File: src/verilog/loop_select_pkg.sv
// Package with register map, field positions and types for the input loop selector
package loop_select_pkg;

    // Register offsets
    localparam logic [9:0] ZD_MODE_OFFSET   = 10'h01b;
    localparam logic [9:0] MISC_CTRL_OFFSET = 10'h01c;
    localparam logic [9:0] STATUS_OFFSET    = 10'h01f;

    // Reset values and write masks
    localparam logic [7:0] ZD_MODE_RESET    = 8'h00;
    localparam logic [7:0] MISC_CTRL_RESET  = 8'h00;
    localparam logic [7:0] ZD_MODE_WMASK    = 8'h3f;
    localparam logic [7:0] MISC_CTRL_WMASK  = 8'hdc;

    // Field positions, zero delay register
    localparam int ZD_INTERNAL_BIT   = 5;
    localparam int FB_OSC_BIT        = 4;
    localparam int ZD_SE_SEL_BIT     = 3;
    localparam int ZD_DIFF_BIT       = 2;
    localparam int SEC_SE_SEL_BIT    = 1;
    localparam int PRI_SE_SEL_BIT    = 0;

    // Field positions, misc register
    localparam int SEC_INDEP_DIV_BIT = 7;
    localparam int MIDSUPPLY_BIT     = 6;
    localparam int REF_SEL_LSB       = 2;

    // Feedback source
    typedef enum logic [1:0] {
        FB_ZD_EXTERNAL = 2'b00,
        FB_ZD_INTERNAL = 2'b01,
        FB_OSC_INPUT   = 2'b10
    } feedback_src_t;

    // Reference selection mode codes
    typedef enum logic [2:0] {
        SEL_NONREVERT  = 3'b000,
        SEL_REVERT_PRI = 3'b001,
        SEL_FORCE_PRI  = 3'b010,
        SEL_FORCE_SEC  = 3'b011,
        SEL_PIN_0      = 3'b100,
        SEL_PIN_1      = 3'b101,
        SEL_PIN_2      = 3'b110,
        SEL_PIN_3      = 3'b111
    } ref_mode_t;

    // Receiver configuration bundle
    typedef struct packed {
        logic zd_rx_enable;
        logic zd_rx_diff;
        logic zd_rx_pin_sel;
        logic pri_rx_pin_sel;
        logic sec_rx_pin_sel;
    } rx_cfg_t;

    // Loop control bundle
    typedef struct packed {
        feedback_src_t fb_src;
        logic          sec_div_own;
        logic          tune_midsupply;
        logic          use_secondary;
    } loop_ctrl_t;

endpackage

File: src/verilog/feedback_route.sv
// Feedback path and receiver mode decode
`timescale 1ns/1ps
`default_nettype none
module feedback_route (
    input  wire logic                  fb_osc_i,
    input  wire logic                  zd_internal_i,
    input  wire logic                  zd_diff_i,
    input  wire logic                  zd_se_sel_i,
    input  wire logic                  pri_diff_i,
    input  wire logic                  pri_se_sel_i,
    input  wire logic                  sec_diff_i,
    input  wire logic                  sec_se_sel_i,
    output loop_select_pkg::feedback_src_t fb_src_o,
    output loop_select_pkg::rx_cfg_t   rx_cfg_o
);
    // Feedback source: oscillator, or zero delay path chosen by mode bit
    always_comb
    begin
        if (fb_osc_i)
            fb_src_o = loop_select_pkg::FB_OSC_INPUT;
        else if (zd_internal_i)
            fb_src_o = loop_select_pkg::FB_ZD_INTERNAL;
        else
            fb_src_o = loop_select_pkg::FB_ZD_EXTERNAL;
    end

    // Receiver modes; pin selects only count in single-ended mode
    always_comb
    begin
        rx_cfg_o.zd_rx_enable   = (fb_src_o == loop_select_pkg::FB_ZD_EXTERNAL);
        rx_cfg_o.zd_rx_diff     = zd_diff_i;
        rx_cfg_o.zd_rx_pin_sel  = zd_diff_i ? 1'b0 : zd_se_sel_i;
        rx_cfg_o.pri_rx_pin_sel = pri_diff_i ? 1'b0 : pri_se_sel_i;
        rx_cfg_o.sec_rx_pin_sel = sec_diff_i ? 1'b0 : sec_se_sel_i;
    end
endmodule
`default_nettype wire

File: src/verilog/input_loop_ref_feedback_select.sv
// Input loop feedback and reference selection with its two control registers
`timescale 1ns/1ps
`default_nettype none
module input_loop_ref_feedback_select (
    input  wire logic        ref_clk_i,
    input  wire logic        reset_n_i,
    input  wire logic        clk_en_i,
    input  wire logic [9:0]  reg_addr_i,
    input  wire logic [7:0]  reg_wdata_i,
    input  wire logic        reg_write_i,
    input  wire logic        reg_read_i,
    output logic      [7:0]  reg_rdata_o,
    input  wire logic        primary_diff_en_i,
    input  wire logic        secondary_diff_en_i,
    input  wire logic        ref_choice_pin_i,
    input  wire logic        primary_fail_i,
    input  wire logic        secondary_fail_i,
    output loop_select_pkg::feedback_src_t fb_src_o,
    output logic             zd_rx_enable_o,
    output logic             zd_rx_diff_o,
    output logic             zd_rx_pin_sel_o,
    output logic             primary_rx_pin_sel_o,
    output logic             secondary_rx_pin_sel_o,
    output logic             secondary_div_own_o,
    output logic             tune_midsupply_o,
    output logic             use_secondary_o
);
    logic [7:0]                     zd_mode_q;
    logic [7:0]                     zd_mode_d;
    logic [7:0]                     misc_q;
    logic [7:0]                     misc_d;
    logic [7:0]                     rdata_q;
    logic [7:0]                     rdata_d;
    loop_select_pkg::rx_cfg_t       rx_cfg;
    loop_select_pkg::feedback_src_t fb_src;
    loop_select_pkg::loop_ctrl_t    ctrl_d;
    loop_select_pkg::loop_ctrl_t    ctrl_q;
    logic                           use_sec;
    logic                           active_fail;

    // Register writes; reserved bits stay zero
    always_comb
    begin
        zd_mode_d = zd_mode_q;
        misc_d    = misc_q;
        if (reg_write_i && reg_addr_i == loop_select_pkg::ZD_MODE_OFFSET)
            zd_mode_d = reg_wdata_i & loop_select_pkg::ZD_MODE_WMASK;
        if (reg_write_i && reg_addr_i == loop_select_pkg::MISC_CTRL_OFFSET)
            misc_d = reg_wdata_i & loop_select_pkg::MISC_CTRL_WMASK;
    end

    // Read data, one cycle after the strobe; unmapped reads zero
    always_comb
    begin
        rdata_d = 8'h00;
        if (reg_read_i)
        begin
            unique case (reg_addr_i)
                loop_select_pkg::ZD_MODE_OFFSET:   rdata_d = zd_mode_q;
                loop_select_pkg::MISC_CTRL_OFFSET: rdata_d = misc_q;
                loop_select_pkg::STATUS_OFFSET:
                    rdata_d = {4'h0, use_sec, ctrl_q.tune_midsupply, fb_src};
                default:                           rdata_d = 8'h00;
            endcase
        end
    end

    // Register state
    always_ff @(posedge ref_clk_i or negedge reset_n_i)
    begin
        if (!reset_n_i)
        begin
            zd_mode_q <= loop_select_pkg::ZD_MODE_RESET;
            misc_q    <= loop_select_pkg::MISC_CTRL_RESET;
            rdata_q   <= 8'h00;
        end
        else if (clk_en_i)
        begin
            zd_mode_q <= zd_mode_d;
            misc_q    <= misc_d;
            rdata_q   <= rdata_d;
        end
    end

    assign reg_rdata_o = rdata_q;

    // Feedback path and receiver decode
    feedback_route u_route (
        .fb_osc_i      (zd_mode_q[loop_select_pkg::FB_OSC_BIT]),
        .zd_internal_i (zd_mode_q[loop_select_pkg::ZD_INTERNAL_BIT]),
        .zd_diff_i     (zd_mode_q[loop_select_pkg::ZD_DIFF_BIT]),
        .zd_se_sel_i   (zd_mode_q[loop_select_pkg::ZD_SE_SEL_BIT]),
        .pri_diff_i    (primary_diff_en_i),
        .pri_se_sel_i  (zd_mode_q[loop_select_pkg::PRI_SE_SEL_BIT]),
        .sec_diff_i    (secondary_diff_en_i),
        .sec_se_sel_i  (zd_mode_q[loop_select_pkg::SEC_SE_SEL_BIT]),
        .fb_src_o      (fb_src),
        .rx_cfg_o      (rx_cfg)
    );

    // Reference choice state
    reference_chooser u_chooser (
        .ref_clk_i        (ref_clk_i),
        .reset_n_i        (reset_n_i),
        .clk_en_i         (clk_en_i),
        .mode_i           (loop_select_pkg::ref_mode_t'(misc_q[loop_select_pkg::REF_SEL_LSB +: 3])),
        .ref_choice_pin_i (ref_choice_pin_i),
        .primary_fail_i   (primary_fail_i),
        .secondary_fail_i (secondary_fail_i),
        .use_secondary_o  (use_sec)
    );

    // Failure of the reference in use
    assign active_fail = use_sec ? secondary_fail_i : primary_fail_i;

    // Registered loop controls
    always_comb
    begin
        ctrl_d.fb_src         = fb_src;
        ctrl_d.sec_div_own    = misc_q[loop_select_pkg::SEC_INDEP_DIV_BIT];
        ctrl_d.tune_midsupply = misc_q[loop_select_pkg::MIDSUPPLY_BIT]
                                && active_fail;
        ctrl_d.use_secondary  = use_sec;
    end

    always_ff @(posedge ref_clk_i or negedge reset_n_i)
    begin
        if (!reset_n_i)
            ctrl_q <= '0;
        else if (clk_en_i)
            ctrl_q <= ctrl_d;
    end

    assign fb_src_o               = ctrl_q.fb_src;
    assign secondary_div_own_o    = ctrl_q.sec_div_own;
    assign tune_midsupply_o       = ctrl_q.tune_midsupply;
    assign use_secondary_o        = ctrl_q.use_secondary;
    assign zd_rx_enable_o         = rx_cfg.zd_rx_enable;
    assign zd_rx_diff_o           = rx_cfg.zd_rx_diff;
    assign zd_rx_pin_sel_o        = rx_cfg.zd_rx_pin_sel;
    assign primary_rx_pin_sel_o   = rx_cfg.pri_rx_pin_sel;
    assign secondary_rx_pin_sel_o = rx_cfg.sec_rx_pin_sel;
endmodule
`default_nettype wire

File: src/verilog/reference_chooser.sv
// Reference selection state: register, revertive and pin modes
`timescale 1ns/1ps
`default_nettype none
module reference_chooser (
    input  wire logic                       ref_clk_i,
    input  wire logic                       reset_n_i,
    input  wire logic                       clk_en_i,
    input  wire loop_select_pkg::ref_mode_t mode_i,
    input  wire logic                       ref_choice_pin_i,
    input  wire logic                       primary_fail_i,
    input  wire logic                       secondary_fail_i,
    output logic                            use_secondary_o
);
    logic use_sec_q;
    logic use_sec_d;

    // Next reference choice
    always_comb
    begin
        use_sec_d = use_sec_q;
        unique case (mode_i)
            loop_select_pkg::SEL_NONREVERT:
            begin
                if (use_sec_q)
                    use_sec_d = 1'b1;
                else if (primary_fail_i && !secondary_fail_i)
                    use_sec_d = 1'b1;
            end
            loop_select_pkg::SEL_REVERT_PRI:
            begin
                use_sec_d = primary_fail_i && !secondary_fail_i;
            end
            loop_select_pkg::SEL_FORCE_PRI: use_sec_d = 1'b0;
            loop_select_pkg::SEL_FORCE_SEC: use_sec_d = 1'b1;
            loop_select_pkg::SEL_PIN_0,
            loop_select_pkg::SEL_PIN_1,
            loop_select_pkg::SEL_PIN_2,
            loop_select_pkg::SEL_PIN_3:
                use_sec_d = ref_choice_pin_i;
        endcase
    end

    // Choice register
    always_ff @(posedge ref_clk_i or negedge reset_n_i)
    begin
        if (!reset_n_i)
            use_sec_q <= 1'b0;
        else if (clk_en_i)
            use_sec_q <= use_sec_d;
    end

    assign use_secondary_o = use_sec_q;
endmodule
`default_nettype wire
File: config.mk
export PLATFORM = sky130hd
export DESIGN_NAME = input_loop_ref_feedback_select
export DESIGN_NICKNAME = d
export VERILOG_FILES = /design/src/verilog/loop_select_pkg.sv /design/src/verilog/feedback_route.sv /design/src/verilog/input_loop_ref_feedback_select.sv /design/src/verilog/reference_chooser.sv
export SDC_FILE = /design/constraint.sdc
export NUM_CORES = 1
export LEC_CHECK = 0
export BUFFER_PORTS_ARGS = -buffer_cell sky130_fd_sc_hd__buf_4
export CAP_MARGIN = 20
export CELL_PAD_IN_SITES_DETAIL_PLACEMENT = 0
export CELL_PAD_IN_SITES_GLOBAL_PLACEMENT = 1
export CORE_MARGIN = 5
export CORE_UTILIZATION = 39
export DETAILED_ROUTE_END_ITERATION = 12
export PLACE_DENSITY = 0.86
export SLEW_MARGIN = 20
export SYNTH_ARGS = -nofsm -noshare
export SYNTH_HDL_FRONTEND = slang
export SYNTH_SLANG_ARGS = --single-unit
File: constraint.sdc
create_clock -name ref_clk_i -period 2 [get_ports ref_clk_i]
set_input_delay 0.4 -clock ref_clk_i [delete_from_list [all_inputs] [get_ports ref_clk_i]]
set_output_delay 0.4 -clock ref_clk_i [all_outputs]
set_load 0.01 [all_outputs]
==> flow_summary.toml, run 1 <==
[timing]
slew_headroom = 0.713
hold_viol_final = 0
skew_ns = 0.00612
finalMaxSlewViolations = 0
worst_slack_ns = 0.281
fin_hold_ws_ns = 0.304
period_minus_slack_ns = 1.72
clock.fmax_ghz = 0.582
setup_violations = 0
worstMarginPinSlew_ns = 0.425
post-route-period-util = 0.860
tns_ns = 0
rsz0062_at_grt = "no"

[routing]
drtPass1Iterations = 4
num_vias = 958
wl_mm = 2.98
drc = 0
vias_per_cell = 4.84
routedWlPerCell_microns = 15.1
drt-initial-drc-count = 22
drtAntennaViolNets = 0

[floorplan]
dieHeight_microns = 65.8
ios = 46
rows = 20
dieArea_sq_um = 4330
dieWidth_microns = 65.8
initial_utilization = 0.401
core_sq_um = 3030

[synth]
synth_area_leaders = "dfrtp_1 (51%), mux2_2 (15%), nor2b_1 (3.1%), nand2b_1 (2.6%), o22ai_1 (2.6%)"
syn_area_per_cell_sq_um = 11.8
yosys_warnings = 0
yosys.area.top_type = "dfrtp_1"
synth-adder-area-share = 0
synth-simple-area-share = 0.213
yosys.area.top_type_share = 0.515
synth_cell_type_count = 28
synth_seq_cells = 25
syn_nets = 131
ys_seq_area_frac = 0.515
synth_compound_area_frac = 0.0618
synth_xor_area_frac = 0
syn_inst = 103
synth_area_sq_um = 1210
muxShareOfSynthArea = 0.173
synth_top_family_by_area = "simple AND/OR/NAND/NOR gates"

[clocking]
ctsResizeCount = 0
cts_tree = "built"
cts_max_level = 1
path_clk_slew_ns = 0.13
cts_root_buf = "clkbuf_4"
insertion_delay_ns = 0.32
cts_buffers = 3
hold_buffers = 1
clock-sinks = 25
clk_path_buf_depth = 2
cts_setup_buffers = 0

[worst_setup_path]
cp.required_ns = 2.21
worst-endpoint-arrival_ns = 1.93
end_kind = "register"
regToRegSetupSlack_ns = 0.82
rr_worst_depth = 3
setup.worst_path.start_class = "input pin"
worstReg2RegStart = "u_chooser.use_secondary_o$_DFFE_PN0P_"
crit_type = "in2reg"
worstPathMaxFanout = 5
r2r-end = "u_chooser.use_secondary_o$_DFFE_PN0P_"

[cells_and_area]
final_cells = 198
finalNetCount = 183
antenna_cells = 0
area_delta_synth_final_pct = 36.9
drive_above_1_share = 0.474

[placement]
port_buffers = 45
place_inst = 193
place_congestion = 0.787
pre_cts_ws_ns = -0.0546
dp_hpwl_mm = 2.44

[power]
cellPowerDensity_nw_per_um2 = 510
total_leakage_power_nw = 0.816
vdd_drop_max_mv = 0.239
p_total_uw = 847

[outcome]
status = "completed"

[grt]
antenna_found_initial = 0
grt_use_total = 0.151
grt_max_degree = 26
gr-total-overflow = 0
grt_pass1_vias = 1057
grt_pass1_wl_mm = 4.95

[hold_path]
min_path_type = "in2reg"
hp-start = "reg_wdata_i[6]"
min_path_cells = 2
hold_end = "misc_q[6]$_DFFE_PN0P_"

[run]
drv_cap = 0
## cells in the mapped netlist
cell type	number
and3b_1	1
inv_1	7
nand3b_1	1
o311ai_0	1
nand4_1	4
clkbuf_1	3
buf_4	1
o22ai_1	5
nand2_1	5
a2bb2oi_1	1
or4_4	1
nor2_1	2
nor4b_4	1
nand3_1	5
and3_1	1
o31ai_1	2
nor4_1	1
a31oi_1	1
dfrtp_1	25
or3b_2	1
nor4_4	1
and4b_1	1
nor4bb_1	1
mux2i_1	3
nor2b_1	6
o21ai_0	1
nand2b_1	5
mux2_2	16
## through the flow
step,cell area (sq um),utilization
global placement,1630,0.537
finish,1660,0.549
detailed placement,1630,0.537
CTS,1660,0.549
floorplan,1210,-
global route,1660,0.549
## state kept, by name, indices dropped and copies added (netlist names)
signal and cells:
misc_q 5, use_secondary_o 1, secondary_div_own_o 1, reg_rdata_o 8
fb_src_o 2, zd_mode_q 6, tune_midsupply_o 1, u_chooser.use_secondary_o 1
## routing by layer
layer	vias up	part of all wire	routed length, microns	GRT usage
met5	-	0	0	0
met4	0	0.013	38	0.0544
met3	4	0.030	91	0.0102
met2	26	0.55	1640	0.280
met1	455	0.41	1210	0.181
li1	473	-	-	-
## layout by cell type (no fill, tap or decap), types with 2 or more instances in the layout
| cell | n |
|---|---|
| clkbuf_4 | 3 |
| nand4_1 | 4 |
| o31ai_1 | 2 |
| nor2_1 | 2 |
| nand3_1 | 5 |
| inv_1 | 7 |
| o22ai_1 | 5 |
| mux2_2 | 16 |
| nand2b_1 | 5 |
| buf_4 | 50 |
| nor2b_1 | 6 |
| nand2_1 | 5 |
| dfrtp_1 | 25 |
| mux2i_1 | 3 |
## worst max-delay path, stage by stage
cell and delay (ns):
buf_4 0.11, or4_4 0.57, nor4_4 0.45, mux2_2 0.39
## logic make-up after synthesis
kind of cell,Yosys count
DFF,25
muxes,19
and+or+nand+nor,37
buffers and inverters,11
AOI/OAI and AO/OA,11
## worst max-delay path by stage
stage             startpoint                  endpoint  cells after the start
2_1_floorplan  reg_addr_i[7]  zd_mode_q[0]$_DFFE_PN0P_                      3
3_3_place_gp   reg_addr_i[7]  zd_mode_q[1]$_DFFE_PN0P_                      5
3_5_place_dp   reg_addr_i[7]     misc_q[4]$_DFFE_PN0P_                      4
4_1_cts        reg_addr_i[7]     misc_q[4]$_DFFE_PN0P_                      4
5_1_grt        reg_addr_i[7]     misc_q[7]$_DFFE_PN0P_                      4
6_report       reg_addr_i[7]     misc_q[4]$_DFFE_PN0P_                      4
## layout make-up
type / count / area [sq um]
fill: 271 / 1370
sequential: 25 / 626
multi-input combinational: 67 / 544
timing repair buffer: 51 / 385
tap: 44 / 55.1
clock buffer: 4 / 26.3
inverter: 7 / 26.3
## report_power, final
part | internal [mW] | total (mW) | switching, mW
Sequential | 0.511 | 0.516 | 0.00504
Clock | 0.0780 | 0.223 | 0.145
Combinational | 0.0604 | 0.108 | 0.0480
Total | 0.649 | 0.847 | 0.198
(Power assumes the default switching activity.)
==> inputs of run 2 (changes only) <==
--- a/config.mk
+++ b/config.mk
@@ -12,7 +12,9 @@
 export CORE_MARGIN = 5
 export CORE_UTILIZATION = 39
 export DETAILED_ROUTE_END_ITERATION = 12
+export HOLD_SLACK_MARGIN = 0.1
 export PLACE_DENSITY = 0.86
+export RECOVER_POWER = 50
 export SLEW_MARGIN = 20
 export SYNTH_ARGS = -nofsm -noshare
 export SYNTH_HDL_FRONTEND = slang
==> flow_summary.toml, run 2 (synthesized netlist as in run 1, its figures left out) <==
[routing]
drc = 0
drtAntennaViolNets = 0
drt-initial-drc-count = 24
num_vias = 964
vias_per_cell = 4.87
wl_mm = 2.99
drtPass1Iterations = 4
routedWlPerCell_microns = 15.1

[clocking]
ctsResizeCount = 0
cts_buffers = 3
cts_tree = "built"
hold_buffers = 1
path_clk_slew_ns = 0.13
clk_path_buf_depth = 2
cts_root_buf = "clkbuf_4"
insertion_delay_ns = 0.32
cts_setup_buffers = 0
cts_max_level = 1
clock-sinks = 25

[floorplan]
dieArea_sq_um = 4330
core_sq_um = 3030
dieHeight_microns = 65.8
dieWidth_microns = 65.8
initial_utilization = 0.401
ios = 46
rows = 20

[power]
cellPowerDensity_nw_per_um2 = 512
total_leakage_power_nw = 0.807
p_comb_frac = 0.126
pwr-share-seq = 0.610
vdd_drop_max_mv = 0.240
power_switching_share = 0.235
p_total_uw = 846
power.internal_uw = 647
p_switching_uw = 199
p_clk_frac = 0.264

[timing]
hold_viol_final = 0
slew_headroom = 0.440
clock.fmax_ghz = 0.580
worstMarginPinSlew_ns = 0.840
skew_ns = 0.00613
rsz0062_at_grt = "no"
post-route-period-util = 0.861
period_minus_slack_ns = 1.72
setup_violations = 0
finalMaxSlewViolations = 0
tns_ns = 0

[worst_setup_path]
setup.worst_path.start_class = "input pin"
regToRegSetupSlack_ns = 0.79
rr_worst_depth = 3
crit_type = "in2reg"
worstReg2RegStart = "u_chooser.use_secondary_o$_DFFE_PN0P_"
cp.required_ns = 2.21
worst-endpoint-arrival_ns = 1.93
r2r-end = "u_chooser.use_secondary_o$_DFFE_PN0P_"
worstPathMaxFanout = 5
end_kind = "register"

[placement]
dp_hpwl_mm = 2.44
port_buffers = 45
place_congestion = 0.787

[cells_and_area]
area_delta_synth_final_pct = 36.0
largest_register_ffs = 8
antenna_cells = 0
final.fill_count = 274
drive_above_1_share = 0.461
final_cell_mix = "buf_4 (46), dfrtp_1 (25), mux2_2 (16), inv_1 (7), nor2b_1 (6)"
finalNetCount = 183
layout_commonest_cell = "buf_4"

[grt]
gr-total-overflow = 0
grt_pass1_vias = 1057
grt_pass1_wl_mm = 4.95
grt_use_total = 0.151
antenna_found_initial = 0
grt_max_degree = 26

[hold_path]
min_path_type = "in2reg"
hold_end = "misc_q[6]$_DFFE_PN0P_"
min_path_cells = 2
hp-start = "reg_wdata_i[6]"

[run]
drv_cap = 0

[outcome]
status = "completed"
==> run 2: changes by cell type in the layout (fill, tap and decap cells not counted), sizes merged <==
cell / delta
clkbuf: +4
buf: -4
==> run 2: final cells by class <==
type	count	area, sq um	area share
multi-input combinational	67	544	0.329
inverter	7	26.3	0.0159
sequential	25	626	0.379
timing repair buffer	51	375	0.227
clock buffer	4	26.3	0.0159
tap	44	55.1	0.0333
==> run 2: worst max path at each step <==
stage                        startpoint                       end  slack [ns]  cells after the start
final                     reg_addr_i[7]     misc_q[4]$_DFFE_PN0P_        0.28                      4
after global routing      reg_addr_i[7]     misc_q[7]$_DFFE_PN0P_        0.28                      4
after CTS                 reg_addr_i[7]     misc_q[4]$_DFFE_PN0P_        0.30                      4
after detailed placement  reg_addr_i[7]     misc_q[4]$_DFFE_PN0P_       -0.05                      4
after global placement    reg_addr_i[7]  zd_mode_q[1]$_DFFE_PN0P_      -0.007                      5
after floorplan           reg_addr_i[7]  zd_mode_q[0]$_DFFE_PN0P_        0.12                      3
==> run 2: per-stage QoR <==
step | hold slack [ns] | util | setup slack [ns] | cells | cell area [sq um]
after global placement | 0.315 | 0.537 | -0.00680 | 193 | 1630
final | 0.303 | 0.546 | 0.277 | 198 | 1650
after global routing | 0.300 | 0.546 | 0.276 | 198 | 1650
after detailed placement | 0.321 | 0.537 | -0.0546 | 193 | 1630
after floorplan | 0.104 | - | 0.119 | 103 | 1210
after CTS | 0.295 | 0.549 | 0.298 | 198 | 1660
==> run 2: power by group through the flow <==
| stage | clock [mW] | sequential (mW) | combinational [mW] |
|---|---|---|---|
| after floorplan | 0 | 0.525 | 0.0362 |
| after global placement | 0 | 0.525 | 0.105 |
| after detailed placement | 0 | 0.526 | 0.108 |
| after CTS | 0.235 | 0.516 | 0.110 |
| after global routing | 0.250 | 0.517 | 0.117 |
| final | 0.224 | 0.516 | 0.106 |
==> run 2: worst max-delay path, stage by stage <==
cell and delay (ns):
clkbuf_4 0.12, or4_4 0.57, nor4_4 0.45, mux2_2 0.39
==> run 2: per-layer routing <==
metal,GRT usage,up-vias,share of wire
met2,0.280,28,0.54
li1,-,475,-
met5,0,-,0
met3,0.0102,6,0.031
met4,0.0544,0,0.019
met1,0.181,455,0.41
